`src/rtl/mbc_defs.svh`:
```
// Purpose: Constants for the single-coil write handler
// Assumes: 25 MHz clock; bytes arrive already framed by a UART on the same clock
// Notes: Included by the handler and the CRC module
//
// Behaviour
// Answer only slave address equal to axis number plus one, 01h to 10h.
// Address 00h is broadcast; accept such coil writes, never reply.
// Broadcast coil write updates the coil exactly like an addressed one.
// Function code 05 writes one single coil at the start address.
// Query is exactly 8 bytes between silent intervals.
// Last two bytes are CRC-16 over the frame, checked here and generated.
// Coil 0401h: FF00h enables safety speed, 0000h disables it.
// Safety speed enabled in manual mode caps every movement speed at parameter 35.
// Coil 0403h: FF00h requests servo on, 0000h requests servo off.
// Servo energizes only after the servo-on delay has elapsed.
// Servo on needs emergency stop 0, major failure 0, enable 1, auto-off 0.
// Successful coil change is answered with a byte-exact echo of the query.
// Invalid data gets an exception response or no response.
// Coil 0407h clears alarms on a write FF00h followed by 0000h.
// An alarm whose cause persists is raised again after reset.
// Alarm reset while paused cancels the remaining travel.
// Host must follow each alarm reset FF00h with 0000h to the same coil.
// Frames with bad CRC or foreign address are dropped without action.
`ifndef MBC_DEFS_SVH
`define MBC_DEFS_SVH

`define MBC_ADDR_BCAST 8'h00
`define MBC_ADDR_BASE 8'h01
`define MBC_FUNC_WRITE_COIL 8'h05
`define MBC_FUNC_EXC 8'h85
`define MBC_EXC_ILL_FUNC 8'h01
`define MBC_EXC_ILL_ADDR 8'h02
`define MBC_EXC_ILL_DATA 8'h03
`define MBC_COIL_SPEED 16'h0401
`define MBC_COIL_SERVO 16'h0403
`define MBC_COIL_ALARM 16'h0407
`define MBC_DATA_ON 16'hff00
`define MBC_DATA_OFF 16'h0000
`define MBC_FRAME_LEN 4'h8
`define MBC_FRAME_OVER 4'h9
`define MBC_EXC_LEN 4'h5
`define MBC_EXC_CRC_LO 4'h3
`define MBC_EXC_CRC_HI 4'h4
`define MBC_CRC_INIT 16'hffff
`define MBC_CRC_POLY 16'ha001
`define MBC_CLK_MHZ 25
`define MBC_SERVO_DELAY_US 1000

`endif

```
`src/rtl/mbc_pkg.sv`:
```
// Purpose: Types shared by the coil handler
// Assumes: Constants come from mbc_defs.svh
// Notes: Status bits arrive from the motion core as one struct
package mbc_pkg;

  typedef struct packed {
    logic emergency_stop_flag;
    logic major_failure;
    logic enable_status;
    logic auto_servo_off;
    logic hand_operation_mode;
    logic paused;
  } mbc_status_t;

  typedef struct packed {
    logic valid;
    logic [7:0] data;
  } mbc_byte_t;

  typedef enum logic [1:0] {
    ST_RX,
    ST_EXEC,
    ST_TX
  } mbc_state_t;

endpackage

```
`src/rtl/mbc_coil_handler.sv`:
```
// Purpose: Slave handler for single-coil write queries
// Assumes: rx bytes and rx_gap come from a same-clock UART; status from the motion core
// Notes: Half duplex; bytes arriving while a reply is sent are dropped
`timescale 1ns/100ps
`default_nettype none
`include "mbc_defs.svh"
module mbc_coil_handler
  import mbc_pkg::*;
#(
  parameter int unsigned SERVO_DELAY_CYC = `MBC_SERVO_DELAY_US * `MBC_CLK_MHZ
) (
  input wire logic clk,
  input wire logic rst_n,
  input wire logic [3:0] axis_num,
  input wire mbc_byte_t rx,
  input wire logic rx_gap,
  input wire logic tx_ready,
  input wire mbc_status_t status,
  input wire logic alarm_cause,
  input wire logic [15:0] cmd_speed,
  input wire logic [15:0] safety_speed,
  output logic tx_valid,
  output logic [7:0] tx_data,
  output logic speed_limit_select,
  output logic servo_power_request,
  output logic servo_energized,
  output logic alarm_active,
  output logic alarm_clear_request,
  output logic travel_cancel,
  output logic [15:0] limited_speed
);

  localparam logic [15:0] SERVO_LIM = 16'(SERVO_DELAY_CYC);

  function automatic logic is_known_coil(input logic [15:0] a);
    is_known_coil = (a == `MBC_COIL_SPEED) || (a == `MBC_COIL_SERVO) ||
                    (a == `MBC_COIL_ALARM);
  endfunction

  mbc_state_t state, next_state;
  logic [7:0] rx_buf [0:7];
  logic [7:0] next_rx_buf [0:7];
  logic [3:0] rx_cnt, next_rx_cnt;
  logic [15:0] crc_rx, next_crc_rx, crc_rx_step;
  logic [15:0] crc_tx, next_crc_tx, crc_tx_step;
  logic [3:0] tx_idx, next_tx_idx, tx_len, next_tx_len;
  logic next_tx_valid;
  logic [7:0] next_tx_data;
  logic next_speed_limit_select, next_servo_power_request;
  logic alarm_clear_coil, next_alarm_clear_coil, next_alarm_clear_request;
  logic next_travel_cancel;

  logic [7:0] own_addr;
  logic addr_bcast, addr_match, frame_ok, coil_write, data_ok;
  logic [15:0] coil_addr, coil_val;
  logic [3:0] tx_nxt;

  assign own_addr = {4'h0, axis_num} + `MBC_ADDR_BASE;
  assign addr_bcast = rx_buf[0] == `MBC_ADDR_BCAST;
  assign addr_match = addr_bcast || (rx_buf[0] == own_addr);
  assign frame_ok = (rx_cnt == `MBC_FRAME_LEN) && (crc_rx == 16'h0000) && addr_match;
  assign coil_addr = {rx_buf[2], rx_buf[3]};
  assign coil_val = {rx_buf[4], rx_buf[5]};
  assign data_ok = (coil_val == `MBC_DATA_ON) || (coil_val == `MBC_DATA_OFF);
  assign coil_write = frame_ok && (rx_buf[1] == `MBC_FUNC_WRITE_COIL) &&
                      is_known_coil(coil_addr) && data_ok;
  assign tx_nxt = tx_idx + 4'h1;

  mbc_crc16 u_crc_rx (
    .crc_in(crc_rx),
    .byte_in(rx.data),
    .crc_out(crc_rx_step)
  );

  mbc_crc16 u_crc_tx (
    .crc_in(crc_tx),
    .byte_in(tx_data),
    .crc_out(crc_tx_step)
  );

  // Frame receive, decode, coil update and reply
  always_comb begin
    next_state = state;
    next_rx_buf = rx_buf;
    next_rx_cnt = rx_cnt;
    next_crc_rx = crc_rx;
    next_crc_tx = crc_tx;
    next_tx_idx = tx_idx;
    next_tx_len = tx_len;
    next_tx_valid = tx_valid;
    next_tx_data = tx_data;
    next_speed_limit_select = speed_limit_select;
    next_servo_power_request = servo_power_request;
    next_alarm_clear_coil = alarm_clear_coil;
    next_alarm_clear_request = 1'b0;
    next_travel_cancel = 1'b0;
    case (state)
      ST_RX: begin
        if (rx.valid) begin
          if (rx_cnt < `MBC_FRAME_LEN) begin
            next_rx_buf[rx_cnt[2:0]] = rx.data;
          end
          if (rx_cnt < `MBC_FRAME_OVER) begin
            next_rx_cnt = rx_cnt + 4'h1;
          end
          next_crc_rx = crc_rx_step;
        end else if (rx_gap && (rx_cnt != 4'h0)) begin
          next_state = ST_EXEC;
        end
      end
      ST_EXEC: begin
        next_state = ST_RX;
        next_rx_cnt = 4'h0;
        next_crc_rx = `MBC_CRC_INIT;
        if (coil_write) begin
          // Broadcast takes the same path as an addressed write
          if (coil_addr == `MBC_COIL_SPEED) begin
            next_speed_limit_select = coil_val == `MBC_DATA_ON;
          end
          if (coil_addr == `MBC_COIL_SERVO) begin
            next_servo_power_request = coil_val == `MBC_DATA_ON;
          end
          if (coil_addr == `MBC_COIL_ALARM) begin
            next_alarm_clear_coil = coil_val == `MBC_DATA_ON;
            next_alarm_clear_request = alarm_clear_coil && (coil_val == `MBC_DATA_OFF);
            next_travel_cancel = alarm_clear_coil && (coil_val == `MBC_DATA_OFF) &&
                                 status.paused;
          end
        end
        if (frame_ok && !addr_bcast) begin
          next_state = ST_TX;
          next_tx_idx = 4'h0;
          next_crc_tx = `MBC_CRC_INIT;
          next_tx_valid = 1'b1;
          next_tx_data = rx_buf[0];
          next_tx_len = `MBC_FRAME_LEN;
          if (!coil_write) begin
            next_tx_len = `MBC_EXC_LEN;
            next_rx_buf[1] = `MBC_FUNC_EXC;
            if (rx_buf[1] != `MBC_FUNC_WRITE_COIL) begin
              next_rx_buf[2] = `MBC_EXC_ILL_FUNC;
            end else if (!is_known_coil(coil_addr)) begin
              next_rx_buf[2] = `MBC_EXC_ILL_ADDR;
            end else begin
              next_rx_buf[2] = `MBC_EXC_ILL_DATA;
            end
          end
        end
      end
      ST_TX: begin
        if (tx_ready) begin
          if (tx_idx < `MBC_EXC_CRC_LO) begin
            next_crc_tx = crc_tx_step;
          end
          next_tx_idx = tx_nxt;
          if (tx_nxt == tx_len) begin
            next_tx_valid = 1'b0;
            next_state = ST_RX;
          end else if ((tx_len == `MBC_EXC_LEN) && (tx_nxt == `MBC_EXC_CRC_LO)) begin
            next_tx_data = crc_tx_step[7:0];
          end else if ((tx_len == `MBC_EXC_LEN) && (tx_nxt == `MBC_EXC_CRC_HI)) begin
            next_tx_data = crc_tx[15:8];
          end else begin
            next_tx_data = rx_buf[tx_nxt[2:0]];
          end
        end
      end
      default: begin
        next_state = ST_RX;
      end
    endcase
  end

  always_ff @(posedge clk) begin
    if (!rst_n) begin
      state <= ST_RX;
      rx_cnt <= 4'h0;
      crc_rx <= `MBC_CRC_INIT;
      crc_tx <= `MBC_CRC_INIT;
      tx_idx <= 4'h0;
      tx_len <= 4'h0;
      tx_valid <= 1'b0;
      tx_data <= 8'h00;
      speed_limit_select <= 1'b0;
      servo_power_request <= 1'b0;
      alarm_clear_coil <= 1'b0;
      alarm_clear_request <= 1'b0;
      travel_cancel <= 1'b0;
    end else begin
      state <= next_state;
      rx_cnt <= next_rx_cnt;
      crc_rx <= next_crc_rx;
      crc_tx <= next_crc_tx;
      tx_idx <= next_tx_idx;
      tx_len <= next_tx_len;
      tx_valid <= next_tx_valid;
      tx_data <= next_tx_data;
      speed_limit_select <= next_speed_limit_select;
      servo_power_request <= next_servo_power_request;
      alarm_clear_coil <= next_alarm_clear_coil;
      alarm_clear_request <= next_alarm_clear_request;
      travel_cancel <= next_travel_cancel;
    end
  end

  // Buffer holds no control state, so it is left out of reset
  generate
    for (genvar g = 0; g < 8; g++) begin : g_buf
      always_ff @(posedge clk) begin
        rx_buf[g] <= next_rx_buf[g];
      end
    end
  endgenerate

  // Servo interlock, alarm latch and speed cap
  logic servo_ok;
  logic [15:0] servo_cnt, next_servo_cnt;
  logic next_servo_energized, next_alarm_active;
  logic [15:0] next_limited_speed;
  logic cap_on;

  assign servo_ok = !status.emergency_stop_flag && !status.major_failure &&
                    status.enable_status && !status.auto_servo_off;
  assign cap_on = speed_limit_select && status.hand_operation_mode;

  always_comb begin
    next_servo_cnt = 16'h0000;
    if (servo_power_request && servo_ok) begin
      next_servo_cnt = (servo_cnt == SERVO_LIM) ? servo_cnt : servo_cnt + 16'h0001;
    end
    next_servo_energized = servo_power_request && servo_ok && (servo_cnt == SERVO_LIM);
    // Cause is sampled after the clear, so a live fault re-latches at once
    next_alarm_active = alarm_cause || (alarm_active && !alarm_clear_request);
    next_limited_speed = (cap_on && (cmd_speed > safety_speed)) ? safety_speed : cmd_speed;
  end

  always_ff @(posedge clk) begin
    if (!rst_n) begin
      servo_cnt <= 16'h0000;
      servo_energized <= 1'b0;
      alarm_active <= 1'b0;
      limited_speed <= 16'h0000;
    end else begin
      servo_cnt <= next_servo_cnt;
      servo_energized <= next_servo_energized;
      alarm_active <= next_alarm_active;
      limited_speed <= next_limited_speed;
    end
  end
endmodule // mbc_coil_handler
`default_nettype wire

```
`src/rtl/mbc_crc16.sv`:
```
// Purpose: One-byte step of the frame CRC-16
// Assumes: Reflected polynomial, LSB first
// Notes: Purely combinational; the caller holds the running value
`timescale 1ns/100ps
`default_nettype none
`include "mbc_defs.svh"
module mbc_crc16 (
  input wire logic [15:0] crc_in,
  input wire logic [7:0] byte_in,
  output logic [15:0] crc_out
);

  logic [15:0] acc;

  always_comb begin
    acc = crc_in ^ {8'h00, byte_in};
    for (int i = 0; i < 8; i++) begin
      acc = acc[0] ? ((acc >> 1) ^ `MBC_CRC_POLY) : (acc >> 1);
    end
    crc_out = acc;
  end

endmodule // mbc_crc16
`default_nettype wire

```
`config.mk`:
```
export PLATFORM = sky130hd
export DESIGN_NAME = mbc_coil_handler
export DESIGN_NICKNAME = d
export VERILOG_FILES = /design/src/rtl/mbc_pkg.sv /design/src/rtl/mbc_coil_handler.sv /design/src/rtl/mbc_crc16.sv
export VERILOG_INCLUDE_DIRS = /design/src /design/src/rtl
export SDC_FILE = /design/constraint.sdc
export NUM_CORES = 1
export LEC_CHECK = 0
export BUFFER_PORTS_ARGS = -buffer_cell sky130_fd_sc_hd__buf_2
export CORE_MARGIN = 5
export CORE_UTILIZATION = 30
export CTS_CLUSTER_DIAMETER = 80
export DETAILED_ROUTE_END_ITERATION = 8
export PLACE_DENSITY = 0.57
export SLEW_MARGIN = 25
export SYNTH_ARGS = -nofsm -noshare
export SYNTH_HDL_FRONTEND = slang
export SYNTH_HIERARCHICAL = 1
export SYNTH_SLANG_ARGS = --single-unit
```
`constraint.sdc`:
```
create_clock -name clk -period 3.5 [get_ports clk]
set_input_delay 0.35 -clock clk [delete_from_list [all_inputs] [get_ports clk]]
set_output_delay 0.35 -clock clk [all_outputs]
set_load 0.05 [all_outputs]
```
==> results by group <==
Status
  – Result of the run: finished clean

Clock network
  – Sinks on Clock Net: 156
  – Post-CTS sizing: 0
  – TritonCTS clock tree: built
  – Number of H-tree branching levels: 4
  – Clk Latency, worst-skew pair: approximately 0.43 ns
  – Clock tree root buffer cell: sky130_fd_sc_hd__clkbuf_16
  – Number of buffers inserted to repair setup after CTS: 0
  – Number of clock buffers inserted by TritonCTS: 17
  – Clock transition at the registers of the reported paths: roughly 0.060 ns
  – Post-CTS Hold Fix Bufs: 0
  – Maximum clock insertion buffer count: 2

Drt
  – Router iterations before antenna repair: 6
  – Routed len/inst: approximately 16 µm
  – Routed Antenna Nets: 0
  – Wire length after detailed routing: between 15,000 and 20,000 µm
  – Number of remaining DRC errors: 0
  – Via/cell ratio: slightly below 5
  – Number of vias in the routed layout: approximately 6,000
  – 1st-iter DRT viols: approximately 400

Die
  – Site row count: 60
  – Initial Utilization: 30.2%
  – Count of pins on the block boundary: 87
  – Core box area: approximately 0.027 mm²
  – Die Wd: between 150 and 200 µm
  – Vertical extent of the die: roughly 170 µm
  – Die area: between 0.03 and 0.04 mm²

Cells and area
  – Fill cell total of the finished layout: 2,708
  – Final std cell area, no fill: 0.00940 mm²
  – Post-Layout Cell Count: about 1,200
  – Number of nets in the final layout: 934
  – Ant diodes: 0
  – FF+latch area: 0.00376 mm²
  – Multi-input gate area in the final layout: 0.00397 mm²
  – Share of post-route cells with drive strength above 1: about a fifth
  – Layout-stage area growth over the synthesis result: 16.2%
  – Utilization after layout: a little over a third

Worst setup path
  – Sequence of cells on the critical path: inv_1 > ha_1 > nor4b_1 > nand4_1 > nor3_1 > o2111ai_4 > nand2_1 > a21oi_1 > buf_4
  – Required time of the critical path: ~3.7 ns
  – Critical Path Start Type: flip-flop
  – Depth of the most critical reg-to-reg path: 9
  – Data arrival time of the critical path: 2.73 ns
  – Crit path buf inv count: 2
  – Cell family contributing the most delay on the critical path: simple AND/OR/NAND/NOR gates
  – Worst Setup Path Type: flip-flop to flip-flop
  – Maximum fanout encountered on the critical timing path: 14
  – Critical Path Stages: 9
  – RR Startpoint: rx_cnt[0]
  – Slowest-stage cell, CP: sky130_fd_sc_hd__nor3_1
  – Worst Setup End Kind: flip-flop
  – Delay contributed by the slowest stage of the critical path: between 0.5 and 0.6 ns
  – Beginning of the critical path: rx_cnt[0]

GRT
  – Sum of overflow across all layers after global routing: 0
  – Aggregate global-route resource usage: 13.0%
  – Pin count of the biggest net entering global routing: 36
  – Via count of the first global-routing pass: 5,968
  – Wire length of the first global-routing pass: approximately 32,000 µm
  – Number of antenna violations at the first check in global routing: 0

Timing
  – Number of hold-slack violations in the final timing report: 0
  – Worst-Margin Slew: 0.935 ns
  – Worst setup skew after layout: ~0.012 ns
  – Setup repair after global routing missed its margin: false
  – Total Neg Setup Slack: 0 ns
  – Minimum clock period after layout: 2.56 ns
  – Fin crit share: 73.1%
  – Number of setup violations in the final report: 0
  – Final max-slew violation count: 0
  – Worst-case headroom to the max-slew limit: between 30% and 40%
  – Least setup slack across all paths after layout: between 0.9 and 1 ns
  – Maximum frequency from static timing analysis: between 300 and 400 MHz
  – Worst hold margin: about 0.13 ns

Power and ir drop
  – Leak Pwr: between 3 and 4 nW
  – Total power draw: between 4 and 5 mW
  – Maximum vdd drop: 0.325 mV
  – Pwr Density: approximately 480 mW/mm²

Logic synthesis
  – Fraction of synthesized cell area taken by the top area cell type: a little under a quarter
  – Mapped Nets: between 800 and 900
  – Leading cell types by count after synthesis: sky130_fd_sc_hd__nand2_1, sky130_fd_sc_hd__dfxtp_1, sky130_fd_sc_hd__edfxtp_1
  – Total of flip-flops plus latches after synthesis: approximately 160
  – Sequential-to-total area share from yosys stat: ~47%
  – Warning count from the yosys run: 6
  – Most common flop cell mapped by yosys: sky130_fd_sc_hd__dfxtp_1
  – Cell taking the most area after synthesis: sky130_fd_sc_hd__edfxtp_1
  – Post-synth cell types: between 60 and 70
  – Cell area after synthesis: 0.00808 mm²
  – EDFF count, synth: between 60 and 70
  – Post-synthesis async set-or-reset flop share: 0%
  – Most common cell in the netlist: sky130_fd_sc_hd__nand2_1
  – Mean instance size in the synthesized netlist: about 10 µm²
  – Gate Count Post-Synth: about 780
  – Area contributors post-synth: sky130_fd_sc_hd__edfxtp_1, sky130_fd_sc_hd__dfxtp_1, sky130_fd_sc_hd__nand2_1, sky130_fd_sc_hd__mux2i_1, sky130_fd_sc_hd__mux4_2

Worst hold path
  – Hold wc startpoint: status[0]
  – Hold crit path type: input port to flip-flop
  – Number of stages on the worst hold path: 2

Run
  – Max capacitance violation total: 0

Placed design
  – Last weighted congestion value of the routability-driven placer: 0.793
  – Placed Cells incl. Taps: approximately 1,200
  – Pre-CTS setup slack: just over 0.8 ns
  – Area post-placement: 0.00879 mm²
  – Number of port buffers: between 80 and 90
  – Post-detailed-placement half-perimeter wirelength: 14,500 µm
==> routing by layer <==
metal / global-route usage (%) / vias up / part of all wire [%]
met1: 17.2 / 2869 / 47
met2: 21.7 / 109 / 48
met3: 2.68 / 17 / 3.8
met4: 3.86 / 0 / 1.4
met5: 0 / - / 0
li1: - / 2983 / -
==> state kept, by name (all words and copies together) (netlist names) <==
signal               count
alarm_active             1
alarm_clear_coil         1
alarm_clear_request      1
coil_addr               16
coil_val                16
crc_rx                  16
crc_tx                  16
limited_speed           16
rx_buf                  32
rx_cnt                   4
servo_cnt               16
servo_energized          1
servo_power_request      1
speed_limit_select       1
state                    2
travel_cancel            1
tx_data                  8
tx_idx                   4
tx_len                   2
tx_valid                 1
==> final timing paths <==
path / endpoint / slack [ns]
setup / recovery: coil_addr[12] / 0.94
hold / removal: travel_cancel / 0.13
setup reg to reg: coil_addr[12] / 0.94
hold reg to reg: alarm_clear_coil / 0.46
==> cells in the final DEF, fill, tap and decap left out, types with 3 or more instances in the layout <==
cell / count
sky130_fd_sc_hd__or3_1: 8
sky130_fd_sc_hd__inv_8: 3
sky130_fd_sc_hd__buf_4: 13
sky130_fd_sc_hd__nor2b_1: 6
sky130_fd_sc_hd__a21oi_1: 28
sky130_fd_sc_hd__mux4_2: 15
sky130_fd_sc_hd__xnor2_1: 34
sky130_fd_sc_hd__buf_2: 86
sky130_fd_sc_hd__inv_6: 6
sky130_fd_sc_hd__nand3_1: 16
sky130_fd_sc_hd__dfxtp_1: 92
sky130_fd_sc_hd__ha_1: 24
sky130_fd_sc_hd__nor3_1: 7
sky130_fd_sc_hd__and2_1: 5
sky130_fd_sc_hd__nand4_1: 12
sky130_fd_sc_hd__a22oi_1: 8
sky130_fd_sc_hd__mux2i_1: 34
sky130_fd_sc_hd__nor3_2: 3
sky130_fd_sc_hd__o22a_1: 11
sky130_fd_sc_hd__xor2_1: 22
sky130_fd_sc_hd__inv_1: 27
sky130_fd_sc_hd__clkbuf_16: 18
sky130_fd_sc_hd__o22ai_1: 34
sky130_fd_sc_hd__nor2_1: 48
sky130_fd_sc_hd__a31oi_1: 8
sky130_fd_sc_hd__o21ai_0: 39
sky130_fd_sc_hd__nor4b_1: 8
sky130_fd_sc_hd__nand2b_1: 7
sky130_fd_sc_hd__mux2_2: 8
sky130_fd_sc_hd__o311ai_0: 3
sky130_fd_sc_hd__edfxtp_1: 64
sky130_fd_sc_hd__nor4_1: 11
sky130_fd_sc_hd__o21a_1: 3
sky130_fd_sc_hd__and3_1: 3
sky130_fd_sc_hd__nand2_1: 111
==> area by class of cell <==
cell class | instances | area share [%]
flip-flops and latches | 156 | 40.1
multi-input cells | 553 | 42.3
clock inverters | 13 | 1.48
repair buffers | 99 | 5.62
inverters | 27 | 1.08
well taps | 341 | 4.54
clock buffers | 19 | 4.94
==> power breakdown <==
part           total [mW]  switching [mW]  internal [mW]
sequential           2.05          0.0782           1.97
combinational       0.589           0.303          0.286
clock                1.88           0.804           1.07
==> kinds of logic (layout without fill, tap and decap cells) <==
kind of cell / after synthesis / after routing / synth area share [%]
and+or+nand+nor: 257 / 257 / 15.4
DFF: 156 / 156 / 46.6
AOI/OAI and AO/OA: 153 / 153 / 12.5
buffers and inverters: 70 / 158 / 4.38
xor gates and xnor gates: 61 / 61 / 7.54
muxes: 58 / 58 / 9.83
adders and majority gates: 24 / 24 / 3.71
(Power assumes the default switching activity.)
